### src/rtl/peil_regs.vh
`ifndef PEIL_REGS_VH
`define PEIL_REGS_VH

// Event indices
`define PEIL_EV_VIN_OV     0
`define PEIL_EV_PG_A       1
`define PEIL_EV_PG_B       2
`define PEIL_EV_PG_C       3
`define PEIL_EV_PG_L18     4
`define PEIL_EV_PG_L10     5
`define PEIL_EV_OV_A       6
`define PEIL_EV_OV_B       7
`define PEIL_EV_OV_C       8
`define PEIL_EV_UV_A       9
`define PEIL_EV_UV_B       10
`define PEIL_EV_UV_C       11
`define PEIL_EV_CL_A       12
`define PEIL_EV_CL_B       13
`define PEIL_EV_CL_C       14
`define PEIL_EV_HC_A       15
`define PEIL_EV_HC_B       16
`define PEIL_EV_HC_C       17
`define PEIL_EV_HOT        18
`define PEIL_EV_PEC        19
`define PEIL_EV_PAR        20
`define PEIL_NUM_EV        21

// Events that pull power-good low while pending (power-good class)
`define PEIL_PG_CLASS      21'h00003e
// Events that latch power-good low until reset (faults)
`define PEIL_FAULT_CLASS   21'h000fc1
// Events that issue an internal regulator disable
`define PEIL_DIS_CLASS     21'h000fc1

// Mask response mode codes
`define PEIL_MODE_00       2'h0
`define PEIL_MODE_01       2'h1
`define PEIL_MODE_10       2'h2

// Reset values
`define PEIL_STATUS_RST    21'h000000

`endif

### src/rtl/peil_event_logic.v
// Contract
// - Rail C high current sets status, interrupt only
// - High temperature sets status, interrupt only
// - Bus packet check error sets status, interrupt only
// - Parity error sets status, interrupt only
// - Outputs hold until host clears; masking releases only the interrupt
// - Unmasked event drives interrupt low, power-good per class
// - Clear after event releases interrupt, faults keep power-good
// - Unmasked clear identical for modes 00, 01, 10
// - Masked mode 00 event keeps interrupt high
// - Masked mode 00 clear keeps interrupt high
// - Current warnings never drop power-good
// - Disable triggers issue internal regulator disable
// - Interrupt alone never changes regulator operation
`timescale 1ns/1ps
`include "peil_regs.vh"

module peil_event_logic #(
	parameter NUM_EV = `PEIL_NUM_EV
) (
	// Clock and reset
	input  wire              mclk,
	input  wire              resetn,
	// Raw event conditions from analog detectors
	input  wire [NUM_EV-1:0] event_raw,
	input  wire              crit_temp_raw,
	// Host controls
	input  wire [NUM_EV-1:0] clear_pulse,
	input  wire [NUM_EV-1:0] mask_bits,
	input  wire [1:0]        mask_response_mode,
	input  wire [2:0]        hot_threshold,
	// Status and outputs
	output reg  [NUM_EV-1:0] status_q,
	output reg               crit_temp_status_q,
	output reg               general_status_irq_n,
	output reg               power_ok_out,
	output reg               vr_disable_q,
	output reg  [2:0]        hot_threshold_q
);

	// Event class maps
	localparam [NUM_EV-1:0] PG_CLASS    = `PEIL_PG_CLASS;
	localparam [NUM_EV-1:0] FAULT_CLASS = `PEIL_FAULT_CLASS;
	localparam [NUM_EV-1:0] DIS_CLASS   = `PEIL_DIS_CLASS;
	localparam [NUM_EV-1:0] STATUS_RST  = `PEIL_STATUS_RST;

	// Per-event tracking states
	localparam [1:0]        EV_IDLE     = 2'h0;
	localparam [1:0]        EV_ACTIVE   = 2'h1;
	localparam [1:0]        EV_HELD     = 2'h2;

	// Synchroniser stages
	reg  [NUM_EV-1:0] ev_s1_q;
	reg  [NUM_EV-1:0] ev_s2_q;
	reg               crit_s1_q;
	reg               crit_s2_q;

	// Per-event next status and output contributions
	wire [NUM_EV-1:0] status_d;
	wire [NUM_EV-1:0] irq_vec;
	wire [NUM_EV-1:0] pg_vec;
	wire [NUM_EV-1:0] dis_vec;

	// Summaries feeding the output flops
	wire              crit_d;
	wire              irq_any;
	wire              pg_low_any;
	wire              dis_any;
	reg               masked_pg_counts;
	reg               irq_n_d;
	reg               power_ok_d;
	reg               vr_disable_d;

	// Two-flop synchronisers for the detector levels
	always @(posedge mclk or negedge resetn) begin
		if (!resetn) begin
			ev_s1_q <= STATUS_RST;
			ev_s2_q <= STATUS_RST;
		end else begin
			ev_s1_q <= event_raw;
			ev_s2_q <= ev_s1_q;
		end
	end

	// Critical temperature detector synchroniser
	always @(posedge mclk or negedge resetn) begin
		if (!resetn) begin
			crit_s1_q <= 1'b0;
			crit_s2_q <= 1'b0;
		end else begin
			crit_s1_q <= crit_temp_raw;
			crit_s2_q <= crit_s1_q;
		end
	end

	// Masked power-good response; codes 00, 01, 10 and default all count masked events
	always @* begin
		case (mask_response_mode)
			`PEIL_MODE_00: begin
				masked_pg_counts = 1'b1;
			end
			`PEIL_MODE_01: begin
				masked_pg_counts = 1'b1;
			end
			`PEIL_MODE_10: begin
				masked_pg_counts = 1'b1;
			end
			default: begin
				masked_pg_counts = 1'b1;
			end
		endcase
	end

	// Per-event tracking: idle, present, or gone awaiting a clear
	genvar i;
	generate
		for (i = 0; i < NUM_EV; i = i + 1) begin : g_ev
			// Per-event state
			reg  [1:0] state_q;
			reg  [1:0] state_d;
			reg        fault_q;
			wire       fault_d;
			wire       present;
			wire       clr_req;

			// Per-event output bits
			reg        irq_bit;
			reg        pg_bit;
			reg        dis_bit;

			// Synchronised level and clear strobe
			assign present = ev_s2_q[i];
			assign clr_req = clear_pulse[i];

			// A present event refuses the clear; set wins
			always @* begin
				state_d = state_q;
				case (state_q)
					// Nothing pending
					EV_IDLE: begin
						if (present) begin
							state_d = EV_ACTIVE;
						end
					end
					// Event still present
					EV_ACTIVE: begin
						if (!present && clr_req) begin
							state_d = EV_IDLE;
						end else if (!present) begin
							state_d = EV_HELD;
						end
					end
					// Event gone, status held
					EV_HELD: begin
						if (present) begin
							state_d = EV_ACTIVE;
						end else if (clr_req) begin
							state_d = EV_IDLE;
						end
					end
					default: begin
						state_d = EV_IDLE;
					end
				endcase
			end

			// Per-event state register
			always @(posedge mclk or negedge resetn) begin
				if (!resetn) begin
					state_q <= EV_IDLE;
				end else begin
					state_q <= state_d;
				end
			end

			// Faults hold power-good low past a clear until reset
			assign fault_d = fault_q |
				(present & FAULT_CLASS[i]);

			// Per-event fault latch
			always @(posedge mclk or negedge resetn) begin
				if (!resetn) begin
					fault_q <= 1'b0;
				end else begin
					fault_q <= fault_d;
				end
			end

			// Status stands while the event is not idle
			assign status_d[i] = (state_d != EV_IDLE);

			// Per-event contributions to the three outputs
			always @* begin
				irq_bit = 1'b0;
				pg_bit  = 1'b0;
				dis_bit = 1'b0;
				if (status_d[i]) begin
					// Masked events stay off the interrupt
					if (!mask_bits[i]) begin
						irq_bit = 1'b1;
					end
					// Power-good events count even when masked
					if (PG_CLASS[i] && (!mask_bits[i] || masked_pg_counts)) begin
						pg_bit = 1'b1;
					end
					if (DIS_CLASS[i]) begin
						dis_bit = 1'b1;
					end
				end
				if (fault_d) begin
					pg_bit = 1'b1;
				end
			end

			// Collect per-event bits
			assign irq_vec[i] = irq_bit;
			assign pg_vec[i]  = pg_bit;
			assign dis_vec[i] = dis_bit;
		end
	endgenerate

	// Critical temperature is sticky until reset and has no mask
	assign crit_d = crit_temp_status_q | crit_s2_q;

	// Any-event summaries
	assign irq_any    = |irq_vec;
	assign pg_low_any = |pg_vec;
	assign dis_any    = |dis_vec;

	// Next output levels
	always @* begin
		irq_n_d      = 1'b1;
		power_ok_d   = 1'b1;
		vr_disable_d = 1'b0;
		if (irq_any || crit_d) begin
			irq_n_d = 1'b0;
		end
		// Current warnings never sit in the power-good sum
		if (pg_low_any || crit_d) begin
			power_ok_d = 1'b0;
		end
		// The interrupt alone never disables a regulator
		if (dis_any || crit_d) begin
			vr_disable_d = 1'b1;
		end
	end

	// Sticky status register
	always @(posedge mclk or negedge resetn) begin
		if (!resetn) begin
			status_q <= STATUS_RST;
		end else begin
			status_q <= status_d;
		end
	end

	// Sticky critical temperature status
	always @(posedge mclk or negedge resetn) begin
		if (!resetn) begin
			crit_temp_status_q <= 1'b0;
		end else begin
			crit_temp_status_q <= crit_d;
		end
	end

	// Interrupt output, active low
	always @(posedge mclk or negedge resetn) begin
		if (!resetn) begin
			general_status_irq_n <= 1'b1;
		end else begin
			general_status_irq_n <= irq_n_d;
		end
	end

	// Power-good output
	always @(posedge mclk or negedge resetn) begin
		if (!resetn) begin
			power_ok_out <= 1'b0;
		end else begin
			power_ok_out <= power_ok_d;
		end
	end

	// Internal regulator disable
	always @(posedge mclk or negedge resetn) begin
		if (!resetn) begin
			vr_disable_q <= 1'b0;
		end else begin
			vr_disable_q <= vr_disable_d;
		end
	end

	// Threshold for the high temperature warning
	always @(posedge mclk or negedge resetn) begin
		if (!resetn) begin
			hot_threshold_q <= 3'h0;
		end else begin
			hot_threshold_q <= hot_threshold;
		end
	end

endmodule

### config.mk
export PLATFORM = sky130hd
export DESIGN_NAME = peil_event_logic
export DESIGN_NICKNAME = d
export VERILOG_FILES = /design/src/rtl/peil_event_logic.v
export VERILOG_INCLUDE_DIRS = /design/src /design/src/rtl
export SDC_FILE = /design/constraint.sdc
export NUM_CORES = 1
export LEC_CHECK = 0
export BUFFER_PORTS_ARGS = -buffer_cell sky130_fd_sc_hd__buf_2
export CAP_MARGIN = 20
export CORE_MARGIN = 4
export CORE_UTILIZATION = 50
export DETAILED_ROUTE_END_ITERATION = 6
export GPL_TIMING_DRIVEN = 0
export MAX_ROUTING_LAYER = met4
export PLACE_DENSITY = 0.82
export REMOVE_ABC_BUFFERS = 1
export SETUP_SLACK_MARGIN = 0.3
export SLEW_MARGIN = 40
export SYNTH_ARGS = -nofsm -noshare
export SYNTH_HDL_FRONTEND = slang
export SYNTH_SLANG_ARGS = --single-unit
export TNS_END_PERCENT = 1
### constraint.sdc
create_clock -name mclk -period 1.8 [get_ports mclk]
set_input_delay 0.09 -clock mclk [delete_from_list [all_inputs] [get_ports mclk]]
set_output_delay 0.09 -clock mclk [all_outputs]
set_load 0.02 [all_outputs]
==> run_results.csv, run 1 <==
group,metric,value,unit
cts,cts_buffers,17,
logic_synthesis,synth_mux_area_share,0,%
floorplanning,initial_utilization,51.18,%
logic_synthesis,yosys-top-cells-area,"dfrtp_1 72%, xnor2_1 4.4%, nor3_1 2.6%, a21oi_1 2.5%, or2_2 2.4%",
timing,tightest_slew,0.5974,ns
cts,clkTransAtPathRegs,0.06,ns
timing,period_share,87.78,%
status,status,"finished clean",
power_and_ir_drop,leakagePower,2.773,nW
critical_path,end_kind,"flip-flop",
critical_path,crit_arrival,1.99,ns
critical_path,cp_max_fo,2,
power_and_ir_drop,power,6.879,mW
timing,slew_headroom,60.18,%
drt,detail_route.wl_per_cell,16.27,µm
final_layout,final_cells,602,
logic_synthesis,syn_inst,304,
drt,wirelength,9.795,mm
critical_path,cp_data_required_time,2.21,ns
power_and_ir_drop,ir_drop,798.4,µV
global_routing,grt_pass1_wl,16.10,mm
floorplanning,io-pin-count,99,
drt,ant_nets,0,
global_routing,grt_use_total,22.10,%
critical_path,worst-setup-path-type,"reg2reg",
timing,max_clock_freq,0.6329,GHz
placement,dp_hpwl,6.109,mm
placement,port_buffers,96,
logic_synthesis,yosys.area.top_type_share,71.77,%
placement,place_congestion,0.7975,
global_routing,grt_antenna_before_repair,0,
final_layout,syn_to_final_growth,46.35,%
logic_synthesis,yosysWarnings,0,
drt,first_iter_violations,112,
cts,clk_latency,0.50,ns
global_routing,grt_pass1_vias,3412,
worst_hold_path,min_path_type,"in2reg",
cts,cts_htree_levels,4,
timing,rsz0062_at_grt,"yes",
final_layout,nNetsFinal,556,
global_routing,grt_overflow,0,
final_layout,n_fill_cell,504,
drt,vias,3044,
logic_synthesis,yosys.area.top_type,"dfrtp_1",
logic_synthesis,seq_area_frac_synth,72.40,%
timing,setup-tns-final,0,ns
floorplanning,die_h,99.48,µm
power_and_ir_drop,p_per_area,1123,nW/µm²
logic_synthesis,synthAdderAreaFrac,0,%
global_routing,grt_max_degree,64,
timing,layout_min_cycle_time,1.580,ns
critical_path,critPathLaunchType,"flip-flop",
placement,placedCellCount,506,
drt,drc,0,
placement,pre_cts_ws,-0.1244,ns
final_layout,final_common_cell,"dfrtp_1",
final_layout,final_cell_mix,"116 x dfrtp_1, 95 x buf_2, 50 x dlygate4sd3_1",
drt,viasPerCell,5.056,
cts,cts_tree,"built",
timing,finalHoldViolCount,0,
logic_synthesis,synthSimpleGateAreaFrac,9.031,%
final_layout,drive_gt1_share,36.62,%
cts,cts.path.max_buffers,2,
logic_synthesis,ys_ff_latch,121,
floorplanning,rows,33,
timing,setup_viol,0,
logic_synthesis,synth_compound_area_share,12.74,%
timing,worst_slack,0.2199,ns
timing,fin_skew,0.007033,ns
logic_synthesis,syn_avg_cell_area,13.76,µm²
cts,cts_root_buffer,"clkbuf_8",
final_layout,antenna_cells,0,
floorplanning,die_w,99.48,µm
run,maxCapViolCount,0,
floorplanning,coreArea,8175,µm²
timing,finalMaxSlewViolations,0,
drt,dr.pass1.iters,4,
logic_synthesis,ys_types,26,
logic_synthesis,synth_top_family_by_area,"compound AO/OA/AOI/OAI gates",
logic_synthesis,netlist_area,4184,µm²
cts,clock_sinks,121,
logic_synthesis,yosys.area_share.xor_xnor,4.396,%
floorplanning,die_area,9895,µm²
-- power breakdown --
| part | internal, mW | leakage (nW) | switching, mW | total (mW) |
|---|---|---|---|---|
| combinational | 0.318 | 1.08 | 0.323 | 0.640 |
| clock | 2.14 | 0.283 | 1.12 | 3.26 |
| sequential | 2.87 | 1.41 | 0.107 | 2.98 |
-- per-stage QoR --
step | utilization, % | cell area [µm²] | hold WS, ns
after floorplan | - | 4184 | -0.2056
after global placement | 58.66 | 4796 | 0.1975
after detailed placement | 59.12 | 4833 | 0.04351
after CTS | 74.49 | 6090 | 0.005723
after global routing | 74.90 | 6123 | 0.07605
final | 74.90 | 6123 | 0.07132
-- worst max-delay path, stage by stage, from the launching register on --
cell and delay [ns]:
dfrtp_1 0.39, o21bai_1 0.21, a221oi_1 0.16, a2111oi_4 0.39, nand3_2 0.16, nor4_4 0.17
-- synthesized netlist by cell type (all sizes together) --
cell type and number:
dfrtp 120, nor2 22, nor3 22, a21oi 21
xnor2 21, inv 16, or2 16, o21bai 13
a22oi 10, o21ai 9, a21boi 8, a221oi 7
a2111oi 3, and2 3, nand3 3, nor4 3
a211oi 2, dfstp 1, nand2 1, nand4 1
nand4b 1, or4 1
-- flip-flops by register name, summed over array words and instances (netlist names) --
register,flops
crit_s2_q,1
status_q,21
general_status_irq_n,1
vr_disable_q,1
hot_threshold_q,3
crit_temp_status_q,1
power_ok_out,1
g_ev.fault_q,7
ev_s2_q,21
crit_s1_q,1
g_ev.state_q,42
ev_s1_q,21
-- repair_timing --
item,CTS,global route
gates resized for setup,11,6
endpoints found under the setup margin,1,3
pin swaps,9,2
setup buffers,15,0
hold endpoints to repair,178,0
hold buffers,50,0
-- worst paths after layout --
kind	from	endpoint	slack, ns	cells after the start
setup / recovery	g_ev[7].state_q[1]	general_status_irq_n	0.22	5
hold reg to reg	ev_s1_q[15]	ev_s2_q[15]	0.34	0
max in group asynchronous	resetn	g_ev[4].state_q[1]	1.04	3
min in group asynchronous	resetn	g_ev[10].state_q[0]	0.10	2
setup reg to reg	g_ev[7].state_q[1]	general_status_irq_n	0.22	5
hold / removal	mask_bits[13]	general_status_irq_n	0.07	5
-- layer usage --
metal / vias up / share of wire [%] / wire [µm] / GRT usage (%)
met3: 16 / 4.6 / 454 / 6.241
met4: 0 / 1.7 / 167 / 8.929
met2: 88 / 55 / 5411 / 38.12
met5: - / 0 / 0 / -
li1: 1430 / - / - / -
met1: 1510 / 38 / 3761 / 24.09
-- cell families after synthesis --
| family | count (synthesis) |
|---|---|
| flops | 121 |
| compound gates | 73 |
| simple gates | 73 |
| xor+xnor | 21 |
| buf+inv | 16 |
-- area by class of cell --
| class | count | area (µm²) | share of cell area (%) |
|---|---|---|---|
| inverter | 16 | 60.06 | 0.9808 |
| multi-input combinational | 167 | 1186 | 19.37 |
| tap | 105 | 131.4 | 2.145 |
| timing repair buffer | 162 | 1131 | 18.47 |
| clock inverter | 7 | 90.09 | 1.471 |
| clock buffer | 24 | 490.5 | 8.010 |
| sequential | 121 | 3034 | 49.55 |
Power figures use the tool's default switching activity.
==> run 2, diff against run 1 <==
--- a/config.mk
+++ b/config.mk
@@ -9,11 +9,11 @@
 export BUFFER_PORTS_ARGS = -buffer_cell sky130_fd_sc_hd__buf_2
 export CAP_MARGIN = 20
 export CORE_MARGIN = 4
-export CORE_UTILIZATION = 50
+export CORE_UTILIZATION = 45
 export DETAILED_ROUTE_END_ITERATION = 6
 export GPL_TIMING_DRIVEN = 0
 export MAX_ROUTING_LAYER = met4
-export PLACE_DENSITY = 0.82
+export PLACE_DENSITY = 0.76
 export REMOVE_ABC_BUFFERS = 1
 export SETUP_SLACK_MARGIN = 0.3
 export SLEW_MARGIN = 40
==> run 2 against run 1 <==
- sequential share of layout area down 0.39 points
- sequential power about the same
- critical path depth increased by 1
- routed wire length fell by 3.9%
- global-route usage fell by 3.3 points
- flip-flop and latch count did not move
- combinational power up 2%
- design area increased by 0.63%
- critical path type unchanged
- critical endpoint unchanged
==> run_results.csv, run 2 (same netlist as run 1, synthesis figures left out) <==
group,metric,value,unit
floorplanning,io-pin-count,99,
critical_path,critPathLaunch,"g_ev[2].state_q[0]",
global_routing,grt_overflow,0,
cts,cts_buffers,17,
critical_path,rr_endpoint,"general_status_irq_n",
final_layout,largest-register,"g_ev.state_q",
placement,place_congestion,0.7273,
critical_path,rrSetupSlack,0.18,ns
drt,vias,3028,
drt,ant_nets,0,
power_and_ir_drop,clockPowerShare,46.9,%
floorplanning,die_h,104.4,µm
drt,detail_route.wl_per_cell,15.38,µm
timing,hold_slack,0.02367,ns
cts,cts_root_buffer,"clkbuf_8",
final_layout,antenna_cells,0,
final_layout,drive_gt1_share,37.50,%
critical_path,critPathLaunchType,"flip-flop",
drt,first_iter_violations,107,
cts,cts.path.max_buffers,2,
final_layout,final_cells,612,
power_and_ir_drop,p_comb_share,9.5,%
drt,drc,0,
global_routing,grt_use_total,18.83,%
critical_path,cp_max_fo,3,
cts,clkTransAtPathRegs,0.06,ns
power_and_ir_drop,power,6.834,mW
critical_path,endpoint,"general_status_irq_n",
power_and_ir_drop,p_per_area,1109,nW/µm²
placement,dp_hpwl,5.731,mm
timing,max_clock_freq,0.6175,GHz
placement,port_buffers,96,
global_routing,busiest_layer,"met2",
power_and_ir_drop,power.switching,1.662,mW
floorplanning,rows,34,
drt,viasPerCell,4.948,
cts,cts_htree_levels,4,
placement,placedCellCount,509,
critical_path,cp_data_required_time,2.22,ns
floorplanning,coreArea,8891,µm²
worst_hold_path,hold_path_depth,5,
power_and_ir_drop,p_seq_share,43.5,%
timing,worst_slack,0.1805,ns
timing,rsz0062_at_grt,"yes",
final_layout,final_cell_mix,"120 x dfrtp_1, 95 x buf_2, 50 x dlygate4sd3_1",
critical_path,end_kind,"flip-flop",
timing,setup_viol,0,
global_routing,grt_util_met2,31.09,%
power_and_ir_drop,intPower,5.172,mW
cts,cts_tree,"built",
global_routing,grt_pass1_vias,3298,
power_and_ir_drop,switching_share,24.31,%
global_routing,grtUsageMet3,5.649,%
floorplanning,die_w,104.4,µm
critical_path,crit_arrival,2.04,ns
drt,dr.pass1.iters,4,
drt,wirelength,9.412,mm
timing,finalHoldViolCount,0,
critical_path,rr_worst_depth,6,
critical_path,r2r-start,"g_ev[2].state_q[0]",
cts,clk_latency,0.51,ns
placement,pre_cts_ws,-0.2111,ns
global_routing,grt_pass1_wl,15.50,mm
global_routing,grt_max_degree,67,
timing,period_share,89.97,%
run,maxCapViolCount,0,
power_and_ir_drop,ir_drop,923.9,µV
global_routing,use_met1,21.73,%
power_and_ir_drop,leakagePower,2.789,nW
worst_hold_path,min_path_type,"in2reg",
timing,slew_headroom,60.79,%
timing,tightest_slew,0.5882,ns
timing,finalMaxSlewViolations,0,
final_layout,nNetsFinal,562,
critical_path,worst-setup-path-type,"reg2reg",
floorplanning,die_area,10900,µm²
final_layout,largest_register_ffs,42,
final_layout,final_common_cell,"dfrtp_1",
cts,clock_sinks,121,
status,status,"finished clean",
floorplanning,initial_utilization,47.06,%
global_routing,grt_antenna_before_repair,0,
final_layout,syn_to_final_growth,47.28,%
timing,fin_skew,0.005305,ns
timing,layout_min_cycle_time,1.619,ns
[run 2: cell types whose count changed in the layout (fill, tap and decap cells not counted), moves of 3 or more]
cell,before,now
dfrtp_1,116,120
dfrtp_2,4,0
clkbuf_8,6,1
inv_6,0,3
buf_4,15,19
[run 2: worst max-delay path, stage by stage, from the launching register on]
cell       delay [ns]
dfrtp_1          0.42
o21bai_2         0.20
buf_4            0.15
a211oi_4         0.06
a2111oi_4        0.41
nand3_2          0.15
nor4_2           0.16
[run 2: through the flow]
stage	util, %	cell area, µm²	TNS [ns]
after global routing	69.31	6162	0
after global placement	53.98	4800	-88.73
after detailed placement	54.40	4837	-0.2111
final	69.31	6162	0
after floorplan	-	4184	0
after CTS	68.63	6102	0
[run 2: area by class of cell]
cell class,instances,area (µm²)
Tap cell,108,135.1
Clock inverter,15,151.4
Sequential cell,121,3029
Fill cell,607,2729
Inverter,16,60.06
Clock buffer,17,414.1
Timing Repair Buffer,168,1184
Multi-Input combinational cell,167,1189
[run 2: how the worst min path moves through the flow]
| stage | end | start | slack (ns) |
|---|---|---|---|
| 2_1_floorplan | crit_s1_q | resetn | -0.21 |
| 3_3_place_gp | ev_s1_q[7] | event_raw[7] | 0.20 |
| 3_5_place_dp | hot_threshold_q[1] | resetn | 0.03 |
| 4_1_cts | general_status_irq_n | mask_bits[4] | 0.003 |
| 5_1_grt | general_status_irq_n | mask_bits[17] | 0.02 |
| 6_report | general_status_irq_n | mask_bits[13] | 0.02 |
[run 2: repair_timing]
item                       CTS  global route
pin swaps                   13             6
gates resized for setup      9             8
hold buffers                50             0
setup endpoints to repair    1             3
hold endpoints to repair   176             0
buffers inserted            18             3
[run 2: power by group through the flow]
stage | Clock [mW] | Sequential, mW | Combinational, mW
global route | 3.41 | 2.99 | 0.715
finish | 3.21 | 2.97 | 0.653
detailed placement | 0 | 3.02 | 0.476
CTS | 3.27 | 2.97 | 0.633
global placement | 0 | 3.01 | 0.453
floorplan | 0 | 3.06 | 0.187
[run 2: routing by layer]
metal	up-vias	part of all wire [%]
li1	1438	-
met1	1491	41
met2	81	53
met3	18	4.7
met4	0	1.9
met5	-	0
==> run 3, diff against run 2 <==
==> constraint.sdc (replaced) <==
create_clock -name mclk -period 1.5 [get_ports mclk]
set_input_delay 0.075 -clock mclk [delete_from_list [all_inputs] [get_ports mclk]]
set_output_delay 0.075 -clock mclk [all_outputs]
set_load 0.02 [all_outputs]
==> run 3 against run 2 <==
- setup slack lost 0.27 ns
- via count grew 0.83%
- largest power group unchanged
- the run now ends with negative setup slack left
- first-iteration DRC count grew 10%
- clock power grew 20%
- non-clock buffer count grew 1
- critical path depth grew 1
- cell count grew 0.16%
==> run_results.csv, run 3 (same netlist as run 1, synthesis figures left out) <==
group,metric,value,unit
timing,finalHoldViolCount,0,
global_routing,grt_overflow,0,
cts,cts_buffers,17,
drt,detail_route.wl_per_cell,15.58,µm
timing,fin_skew,0.006959,ns
drt,viasPerCell,4.980,
floorplanning,io-pin-count,99,
placement,port_buffers,96,
run,maxCapViolCount,0,
global_routing,grt_pass1_wl,15.90,mm
drt,ant_nets,0,
cts,cts.path.max_buffers,2,
cts,clk_latency,0.51,ns
floorplanning,rows,34,
critical_path,cp_max_fo,3,
power_and_ir_drop,p_per_area,1323,nW/µm²
final_layout,final_cell_mix,"119 x dfrtp_1, 94 x buf_2, 53 x dlygate4sd3_1",
cts,clkTransAtPathRegs,0.06,ns
timing,worst_slack,-0.08869,ns
drt,vias,3053,
power_and_ir_drop,leakagePower,2.799,nW
timing,period_share,105.9,%
global_routing,grt_max_degree,67,
floorplanning,die_w,104.4,µm
final_layout,syn_to_final_growth,48.36,%
global_routing,grt_use_total,19.28,%
floorplanning,die_h,104.4,µm
timing,layout_min_cycle_time,1.589,ns
critical_path,end_kind,"flip-flop",
worst_hold_path,min_path_type,"in2reg",
drt,dr.pass1.iters,4,
status,violations,"negative setup slack",
drt,first_iter_violations,118,
status,status,"complete, but fails checks",
global_routing,grt_antenna_before_repair,0,
cts,cts_tree,"built",
timing,hold_slack,0.03195,ns
final_layout,largest_register_ffs,42,
floorplanning,initial_utilization,47.06,%
timing,tightest_slew,0.5341,ns
critical_path,crit_arrival,2.03,ns
critical_path,cp_data_required_time,1.94,ns
timing,setup_viol,2,
drt,wirelength,9.548,mm
floorplanning,die_area,10900,µm²
final_layout,nNetsFinal,563,
final_layout,final_common_cell,"dfrtp_1",
cts,clock_sinks,121,
timing,rsz0062_at_grt,"yes",
final_layout,drive_gt1_share,37.82,%
timing,finalMaxSlewViolations,0,
power_and_ir_drop,ir_drop,1107,µV
power_and_ir_drop,power,8.212,mW
cts,cts_root_buffer,"clkbuf_8",
timing,slew_headroom,64.18,%
final_layout,antenna_cells,0,
placement,dp_hpwl,5.731,mm
critical_path,rrSetupSlack,-0.09,ns
critical_path,worst-setup-path-type,"reg2reg",
drt,drc,0,
global_routing,grt_pass1_vias,3365,
timing,setup-tns-final,-0.1628,ns
cts,cts_htree_levels,4,
timing,max_clock_freq,0.6295,GHz
critical_path,critPathLaunchType,"flip-flop",
final_layout,largest-register,"g_ev.state_q",
floorplanning,coreArea,8891,µm²
placement,place_congestion,0.7273,
run 3: cell types whose count changed in the layout (fill, tap and decap cells not counted):
cell and change:
a221oi_1 -1, a221oi_2 +1, and2_1 -1, and2_2 +1, buf_2 -1, buf_4 -5
buf_6 +4, dfrtp_1 -1, dfrtp_2 +1, dlygate4sd3_1 +3, o21bai_1 -1, o21bai_2 +1
run 3: path summary, 6_finish.rpt:
| path | from | cells after the start | endpoint |
|---|---|---|---|
| worst max-delay path | g_ev[2].state_q[0] | 7 | power_ok_out |
| worst min register to register | ev_s1_q[16] | 0 | ev_s2_q[16] |
| min in group asynchronous | resetn | 2 | hot_threshold_q[1] |
| worst min-delay path | mask_bits[18] | 5 | general_status_irq_n |
| worst max register to register | g_ev[2].state_q[0] | 7 | power_ok_out |
| max in group asynchronous | resetn | 3 | ev_s2_q[6] |
run 3: stage by stage:
step | setup WS [ns] | std cells | instance area (µm²) | util (%)
2_1_floorplan | 0.02388 | 304 | 4184 | -
3_3_place_gp | -1.032 | 508 | 4800 | 53.98
3_5_place_dp | -0.5111 | 509 | 4837 | 54.40
4_1_cts | -0.06352 | 612 | 6155 | 69.22
5_1_grt | -0.1708 | 613 | 6207 | 69.81
6_report | -0.08869 | 613 | 6207 | 69.81
run 3: repair_timing:
item                       in CTS  in global routing
setup endpoints to repair       4                  6
hold buffers                   53                  0
gates resized for setup        15                 11
pin swaps                      14                  7
buffers inserted               18                  1
hold endpoints to repair      178                  0
run 3: routing by layer:
| metal | wire length (µm) | GRT usage (%) |
|---|---|---|
| met2 | 5056 | 31.83 |
| met5 | 0 | - |
| met1 | 3877 | 22.01 |
| met3 | 444 | 5.711 |
| met4 | 169 | 7.977 |
run 3: area by class of cell:
type,instances,area [µm²]
repair buffers,169,1216
clock inverters,15,151.4
clock buffers,17,414.1
multi-input cells,167,1200
well taps,108,135.1
inverters,16,60.06
flip-flops and latches,121,3030
fillers,593,2684
run 3: report_power, final:
group	switching [mW]	total (mW)	leakage, nW	internal (mW)
combinational	0.389	0.794	1.11	0.405
sequential	0.126	3.57	1.42	3.45
clock	1.48	3.85	0.274	2.36
total	2.00	8.21	2.80	6.21
run 3: critical path, cell delays in order (launching register included):
cell      delay (ns)
dfrtp_1         0.41
o21bai_2        0.19
buf_4           0.14
buf_6           0.09
buf_6           0.09
a21oi_4         0.05
or4_1           0.46
nor2_1          0.09
